$ cat src/psl_pkg.sv
// shared constants for the serial latch loader link
package psl_pkg;
	localparam int WORD_BITS = 24;
	localparam int BYTE_BITS = 8;
	localparam int SEL_LSB = 0;
	localparam logic [1:0] SEL_CONTROL = 2'h0;
	localparam logic [1:0] SEL_FEEDBACK = 2'h2;
	localparam logic [1:0] SEL_REFDIV = 2'h1;
	localparam logic [1:0] SEL_TEST = 2'h3;
	localparam int REF_RATIO_LSB = 2;
	localparam int REF_RATIO_BITS = 14;
	localparam int BACKLASH_LSB = 16;
	localparam int LOCK_PREC_BIT = 18;
	localparam int TEST_EN_BIT = 19;
	localparam int BAND_DIV_LSB = 20;
	localparam int RESERVED_LSB = 22;
	localparam logic [2:0] LOCK_CYCLES_FINE = 3'h5;
	localparam logic [2:0] LOCK_CYCLES_COARSE = 3'h3;
	localparam int CLOCK_PERIOD_NS = 8;
	localparam int SCLK_MAX_MHZ = 20;
	localparam int SCLK_MIN_PERIOD_NS = 1000 / SCLK_MAX_MHZ;
	// half period in system cycles, rounded up so the serial clock never exceeds its limit
	localparam int SCLK_HALF_CYCLES = (SCLK_MIN_PERIOD_NS / 2 + CLOCK_PERIOD_NS - 1) / CLOCK_PERIOD_NS;
	localparam int BAND_CLOCK_LIMIT_MHZ = 1;
	localparam logic [7:0] ADDR_DATA = 8'h00;
	localparam logic [7:0] ADDR_GO = 8'h04;
	localparam logic [7:0] ADDR_STATUS = 8'h08;
endpackage : psl_pkg

$ cat src/psl_link_if.sv
// three-wire link between the serial master and the latch loader
`timescale 1ns/1ps
interface psl_link_if;
	logic serialClock;
	logic serialData;
	logic loadStrobe;
	modport host (output serialClock, output serialData, output loadStrobe);
	modport device (input serialClock, input serialData, input loadStrobe);
endinterface : psl_link_if

$ cat src/psl_host.sv
// host end: register port and 24-bit serial master
//
// The address-and-strobe port and the placing of the registers were chosen for this implementation.
`timescale 1ns/1ps
module psl_host import psl_pkg::*; (
	input wire logic clock, // system clock
	input wire logic sys_rst, // synchronous reset
	input wire logic [7:0] regAddr, // register address
	input wire logic [31:0] regWrData, // write data
	input wire logic regWrite, // write strobe
	input wire logic regRead, // read strobe
	output logic [31:0] regRdData, // read data, next cycle
	psl_link_if.host link // serial link
);
	typedef enum logic [3:0] {
		ST_IDLE = 4'h1,
		ST_LOW = 4'h2,
		ST_HIGH = 4'h4,
		ST_LOAD = 4'h8
	} psl_host_e;
	typedef struct packed {
		psl_host_e st;
		logic [WORD_BITS-1:0] word;
		logic [WORD_BITS-1:0] shiftReg;
		logic [4:0] bitCount;
		logic [7:0] halfCount;
		logic sclk;
		logic sdata;
		logic strobe;
		logic done;
		logic [31:0] rd;
	} psl_host_s;
	psl_host_s state_reg, state_next;

	always_comb begin
		state_next = state_reg;
		state_next.rd = 32'h0;
		if (regRead) begin
			if (regAddr == ADDR_DATA) begin
				state_next.rd = {8'h00, state_reg.word};
			end else if (regAddr == ADDR_STATUS) begin
				state_next.rd = {30'h0, state_reg.done, state_reg.st != ST_IDLE};
			end
		end
		if (regWrite && regAddr == ADDR_DATA) begin
			// in reference-divider words, reserved bits 22-23 and the test bit are forced clear regardless of what software wrote
			state_next.word = regWrData[WORD_BITS-1:0];
			if (regWrData[SEL_LSB+:2] == SEL_REFDIV) begin
				state_next.word[RESERVED_LSB+:2] = 2'h0;
				state_next.word[TEST_EN_BIT] = 1'b0;
			end
		end
		if (regWrite && regAddr == ADDR_STATUS && regWrData[1]) begin
			state_next.done = 1'b0;
		end
		case (state_reg.st)
			ST_IDLE: begin
				if (regWrite && regAddr == ADDR_GO) begin
					state_next.st = ST_LOW;
					state_next.strobe = 1'b0;
					state_next.shiftReg = state_reg.word;
					state_next.sdata = state_reg.word[WORD_BITS-1];
					state_next.bitCount = 5'h0;
					state_next.halfCount = 8'h0;
				end
			end
			ST_LOW: begin
				state_next.halfCount = state_reg.halfCount + 8'h1;
				if (state_reg.halfCount == 8'(SCLK_HALF_CYCLES - 1)) begin
					state_next.halfCount = 8'h0;
					state_next.sclk = 1'b1;
					state_next.st = ST_HIGH;
				end
			end
			ST_HIGH: begin
				state_next.halfCount = state_reg.halfCount + 8'h1;
				if (state_reg.halfCount == 8'(SCLK_HALF_CYCLES - 1)) begin
					state_next.halfCount = 8'h0;
					state_next.sclk = 1'b0;
					state_next.shiftReg = {state_reg.shiftReg[WORD_BITS-2:0], 1'b0};
					state_next.sdata = state_reg.shiftReg[WORD_BITS-2];
					state_next.bitCount = state_reg.bitCount + 5'h1;
					state_next.st = (state_reg.bitCount == 5'(WORD_BITS - 1)) ? ST_LOAD : ST_LOW;
				end
			end
			ST_LOAD: begin
				state_next.halfCount = state_reg.halfCount + 8'h1;
				if (state_reg.halfCount == 8'(SCLK_HALF_CYCLES - 1)) begin
					state_next.strobe = 1'b1;
					state_next.done = 1'b1;
					state_next.st = ST_IDLE;
				end
			end
			default: state_next.st = ST_IDLE;
		endcase
	end

	always_ff @(posedge clock) begin
		if (sys_rst) begin
			state_reg <= '{st: ST_IDLE, strobe: 1'b1, default: '0};
		end else begin
			state_reg <= state_next;
		end
	end

	assign regRdData = state_reg.rd;
	assign link.serialClock = state_reg.sclk;
	assign link.serialData = state_reg.sdata;
	assign link.loadStrobe = state_reg.strobe;
endmodule : psl_host

$ cat src/flat_wrapper.sv
// flat-port wrapper written by rule: the top's interface ports become plain ports
module psl_host_flat import psl_pkg::*;
  (clock, sys_rst, regAddr, regWrData, regWrite, regRead, regRdData, link_serialClock, link_serialData, link_loadStrobe);
  psl_link_if link_i ();
  input wire logic clock;
  input wire logic sys_rst;
  input wire logic [7:0] regAddr;
  input wire logic [31:0] regWrData;
  input wire logic regWrite;
  input wire logic regRead;
  output logic [31:0] regRdData;
  output wire logic [$bits(link_i.serialClock)-1:0] link_serialClock;
  output wire logic [$bits(link_i.serialData)-1:0] link_serialData;
  output wire logic [$bits(link_i.loadStrobe)-1:0] link_loadStrobe;
  assign link_serialClock = link_i.serialClock;
  assign link_serialData = link_i.serialData;
  assign link_loadStrobe = link_i.loadStrobe;
  psl_host u_core (.clock(clock), .sys_rst(sys_rst), .regAddr(regAddr), .regWrData(regWrData), .regWrite(regWrite), .regRead(regRead), .regRdData(regRdData), .link(link_i));
endmodule
$ cat config.mk
export PLATFORM = sky130hd
export DESIGN_NAME = psl_host_flat
export DESIGN_NICKNAME = d
export VERILOG_FILES = /design/src/psl_pkg.sv /design/src/psl_link_if.sv /design/src/psl_host.sv /design/src/flat_wrapper.sv
export SDC_FILE = /design/constraint.sdc
export NUM_CORES = 1
export LEC_CHECK = 0
export ABC_AREA = 1
export BUFFER_PORTS_ARGS = -buffer_cell sky130_fd_sc_hd__buf_2
export CAP_MARGIN = 10
export CORE_UTILIZATION = 60
export CTS_CLUSTER_SIZE = 8
export DETAILED_ROUTE_END_ITERATION = 10
export GPL_ROUTABILITY_DRIVEN = 0
export PLACE_DENSITY = 0.86
export SLEW_MARGIN = 20
export SYNTH_ARGS = -nofsm -noshare
export SYNTH_HDL_FRONTEND = slang
export SYNTH_SLANG_ARGS = --single-unit
$ cat constraint.sdc
create_clock -name clock -period 2.43 [get_ports clock]
set_input_delay 0.486 -clock clock [delete_from_list [all_inputs] [get_ports clock]]
set_output_delay 0.486 -clock clock [all_outputs]
set_load 0.005 [all_outputs]
# Yosys cells after proc, flatten, opt, wreduce, memory -nomap -nowiden
# Cells that the tools add are included.
# W data, S select, Z words.
[word_totals]
romBits = 0
elab_cells = 66
ff_bits = 100
n_memories = 0
ramBits = 0
latchBits = 0
output_inout_bits = 35
inputBits = 44
[classes]
eq_ne = 14
n_shift = 0
div = 0
n_lt_le_gt_ge = 0
mul = 0
muxes = 22
n_reduce_logical = 16
addsub = 2
bitwise = 1
[ops]
columns = ["op", "n"]
rows = [
  ["$pmux W28 S2", 1],
  ["$mux W38", 1],
  ["$mux W36", 1],
  ["$pmux W8 S4", 1],
  ["$mux W24", 1],
  ["$mux W4", 5],
  ["$pmux W4 S4", 1],
  ["$mux W9", 1],
  ["$reduce_and A3 Y1", 3],
  ["$add A8 B1 Y8 const B", 1],
  ["$eq A8 B2 Y1 const B", 1],
  ["$eq A8 B3 Y1 const B", 1],
  ["$eq A8 B4 Y1 const B", 1],
  ["$logic_not A8 Y1", 1],
  ["$mux W2", 4],
  ["$ne A2 B1 Y1 const B", 4],
  ["$pmux W1 S2", 3],
  ["$reduce_bool A2 Y1", 3],
  ["$add A5 B1 Y5 const B", 1],
  ["$eq A5 B5 Y1 const B", 1],
  ["$eq A4 B1 Y1 const B", 1],
  ["$eq A4 B2 Y1 const B", 1],
  ["$eq A4 B3 Y1 const B", 1],
  ["$eq A4 B4 Y1 const B", 1],
  ["10 further kinds", 15],
]

# Logic depth before layout (Yosys ltp)
[logic_depth]
depth_word = 6
ltp_mapped = 10
ltp_nobuf = 9

# Least setup slack after synthesis
# OpenSTA, ideal clock, no wires.
[synth_timing]
kind = "register to register"
from = "register u_core.state_reg[36] (netlist name)"
to = "register u_core.state_reg[54] (netlist name)"
n_path_buf = 1
t_required_ns = 2.318
setup_ns = 0.112
synth_period_minus_slack_ns = 1.513
path_slack_ns = 0.917
path_stages_with_launch = 10
arrival_ns = 1.402
path_cell_list = "dfxtp_1 ha_1 nand3_2 nor2_4 nand2_4 nand2_2 nand2_4 buf_2 nor2_1 nor2_1"
[synth_via]
elab_chain_len = 3
[synth_lines]
columns = ["item", "line_no", "text"]
rows = [
  ["start: declaration", "psl_host.sv:33", "psl_host_s state_reg, state_next;"],
  ["start signal: assignment", "psl_host.sv:102", "state_reg <= state_next;"],
  ["$eq A8 B2 Y1", "psl_host.sv:77", "if (state_reg.halfCount == 8'(SCLK_HALF_CYCLES - 1)) begin"],
  ["$ne A2 B1 Y1 (no source line)", "n/a", ""],
  ["$reduce_and A3 Y1 (no source line)", "n/a", ""],
]
# Every way passes these cells.
# A chain may end at the register's enable or synchronous reset.

# Worst setup path in the final report
[layout_timing]
from = "register u_core.state_reg[36] (netlist name)"
to = "register u_core.state_reg[68] (netlist name)"
# The elaborated chain is that of the path after synthesis.

==> flow_metrics.env <==
export IMPL_status="completed"
export IMPL_reg2reg_setup_slack_ns=0.38
export IMPL_min_period_over_period_pct=84.3
export IMPL_internal_power_uw=2520
export IMPL_initial_utilization_pct=62.3
export IMPL_yosys_warnings=0
export IMPL_clockBufferDepth=2
export IMPL_min_from="regWrData[21]"
export IMPL_route_met2_wl_um=4060
export IMPL_p_sw_share_pct=35.7
export IMPL_grt_start_max_net_pins=53
export IMPL_vias=3702
export IMPL_critPathMaxFanout=52
export IMPL_setup_viol=0
export IMPL_drc=0
export IMPL_vdd_drop_max_uv=890
export IMPL_syn_to_final_growth_pct=8.30
export IMPL_fp_dieW_um=86.0
export IMPL_hold_buffers=0
export IMPL_cp_cell_sequence="ha_1 -> nand3_2 -> nor2_4 -> nand2_4 -> nand2_2 -> nand2_4 -> nand2_1 -> nand2_1 -> nor2_1"
export IMPL_async_flop_share_pct=0
export IMPL_fin_hold_ws_ns=0.384
export IMPL_fillCellCount=563
export IMPL_ys_seq_elements=92
export IMPL_path_class="reg -> reg"
export IMPL_vias_per_cell=5.02
export IMPL_htree_levels=3
export IMPL_seq_power_share_pct=44.7
export IMPL_grt_pass1_wl_um=14500
export IMPL_p_comb_share_pct=30.1
export IMPL_core_um2=6790
export IMPL_final_util_pct=67.5
export IMPL_clk_pin_slew_ns=0.09
export IMPL_root_buffer="clkbuf_8"
export IMPL_timing_rr_start="u_core.state_reg[36]"
export IMPL_drive_gt1_share_pct=19.0
export IMPL_cts_resized_gates=0
export IMPL_dp_hpwl_um=5830
export IMPL_post_cts_setup_buffers=0
export IMPL_syn_area_per_cell_um2=6.99
export IMPL_required_ns=2.72
export IMPL_finalHoldViolations=0
export IMPL_p_switching_uw=1400
export IMPL_final_common_cell="nor2_1"
export IMPL_leakagePower_uw=0.00203
export IMPL_p_per_area_nw_per_um2=856
export IMPL_postRouteAntennaNets=0
export IMPL_largest_reg_flops=65
export IMPL_worst_setup_path_start_kind="flop"
export IMPL_synthCells=606
export IMPL_tightest_slew_ns=0.831
export IMPL_cpPeakStageDelay_ns=0.41
export IMPL_tns_ns=0
export IMPL_slew_violations=0
export IMPL_post_drt_wl_per_cell_um=11.6
export IMPL_timing_rr_end="u_core.state_reg[68]"
export IMPL_diodes=0
export IMPL_syn_cell_area_um2=4230
export IMPL_slowest_stage="dfxtp_1"
export IMPL_finalClockSkew_ns=0.0113
export IMPL_rsz0062_at_grt="no"
export IMPL_hold_end="u_core.state_reg[94]"
export IMPL_dp_slack_ns=0.484
export IMPL_max_freq_mhz=488
export IMPL_ys_flop_type="dfxtp_1"
export IMPL_wl_um=8570
export IMPL_r2r_cells=9
export IMPL_numCtsBuffers=9
export IMPL_finalInstanceArea_um2=4590
export IMPL_clk_latency_ns=0.36
export IMPL_synth_edf_count=0
export IMPL_hold_path_class="in -> reg"
export IMPL_dieArea_um2=7400
export IMPL_drt_first_pass_iters=6
export IMPL_io_pin_count=79
export IMPL_tritoncts="done"
export IMPL_worst_slack_ns=0.381
export IMPL_cts_sinks=92
export IMPL_post_route_min_period_ns=2.05
export IMPL_worstPathArrival_ns=2.34
export IMPL_max_slew_margin_rel_pct=44.5
export IMPL_mostFrequentLayoutCells="151 x nor2_1, 107 x nand2_1, 92 x dfxtp_1, 63 x inv_1, 62 x buf_2"
export IMPL_grt_antenna_before_repair=0
export IMPL_end_kind="flop"
export IMPL_gr_total_overflow=0
export IMPL_grt_pass1_vias=3327
export IMPL_num_nets_final=683
export IMPL_dr_wl_met3_um=513
export IMPL_row_count=30
export IMPL_place_area_um2=4390
export IMPL_die_y_um=86.0
export IMPL_cap_violations=0
export IMPL_clockPowerShare_pct=25.2
export IMPL_synth_seq_area_share_pct=43.5
export IMPL_drt_met1_wl_um=3780
export IMPL_port_buffers=62
export IMPL_top_layer_used="met4"
export IMPL_worstHoldPathCells=3
export IMPL_grt_usage_pct=24.7
export IMPL_ys_types=30
export IMPL_drtIter0Drc=264
==> critical path, delay by kind of cell (launching register included) <==
| kind | cells | cell delay, ns |
|---|---|---|
| fa+ha+maj | 1 | 0.30 |
| flops | 1 | 0.41 |
| simple gates | 8 | 1.23 |
==> logic make-up after synthesis <==
family,count (synthesis),synth area share (%)
AND/OR/NAND/NOR,311,30.9
buffers and inverters,124,14.8
AO/OA/AOI/OAI,73,9.49
flip-flops,92,43.5
adder cells (fa/ha/maj),2,0.591
XOR/XNOR,3,0.621
other,1,0.0886
==> worst max path at each step <==
stage                                    start  depth (start not counted)              endpoint
after global routing      u_core.state_reg[36]                          9  u_core.state_reg[68]
after CTS                 u_core.state_reg[36]                          9  u_core.state_reg[68]
final                     u_core.state_reg[36]                          9  u_core.state_reg[68]
after floorplan           u_core.state_reg[36]                          9  u_core.state_reg[54]
after global placement                 sys_rst                          4  u_core.state_reg[78]
after detailed placement  u_core.state_reg[36]                          8  u_core.state_reg[50]
==> final cells by class <==
| class | instances | area (um^2) | area share (%) |
|---|---|---|---|
| flip-flops and latches | 92 | 1840 | 40.2 |
| clock buffers | 10 | 138 | 3.00 |
| repair buffers | 68 | 380 | 8.29 |
| multi-input cells | 397 | 1790 | 39.1 |
| well taps | 96 | 120 | 2.62 |
| clock inverters | 6 | 53.8 | 1.17 |
| inverters | 69 | 259 | 5.65 |
==> power by group through the flow <==
stage	Combinational [uW]	Sequential [uW]	Clock, uW
detailed placement	1150	1790	0
floorplan	1030	1780	0
CTS	1180	1750	1000
global placement	1100	1780	0
finish	1180	1750	987
global route	1320	1770	1090
==> cell usage after synthesis (2+ instances only) <==
library cell / number / area, um^2
a21oi_1: 19 / 95.1
buf_2: 8 / 40.0
buf_4: 34 / 255
buf_6: 3 / 33.8
clkbuf_1: 10 / 37.5
dfxtp_1: 92 / 1840
ha_1: 2 / 25.0
inv_1: 63 / 236
inv_2: 5 / 18.8
nand2_1: 107 / 402
nand2_2: 23 / 144
nand2_4: 2 / 22.5
nand3_1: 13 / 65.1
nand4_1: 4 / 25.0
nor2_1: 151 / 567
nor2_2: 3 / 18.8
nor2_4: 3 / 33.8
nor3_1: 2 / 10.0
o21ai_0: 27 / 135
o22ai_1: 22 / 138
o31ai_1: 3 / 22.5
xor2_1: 2 / 17.5
==> through the flow <==
stage               cells  power, uW
finish                738       3920
global route          738       4180
CTS                   738       3930
detailed placement    722       2940
global placement      722       2880
floorplan             613       2800
==> per-layer routing <==
layer | track usage (%) | vias up
met2 | 41.5 | 123
met1 | 30.2 | 1674
li1 | - | 1888
met5 | 0 | -
met4 | 12.7 | 0
met3 | 4.62 | 17
Power figures use the tool's default switching activity.
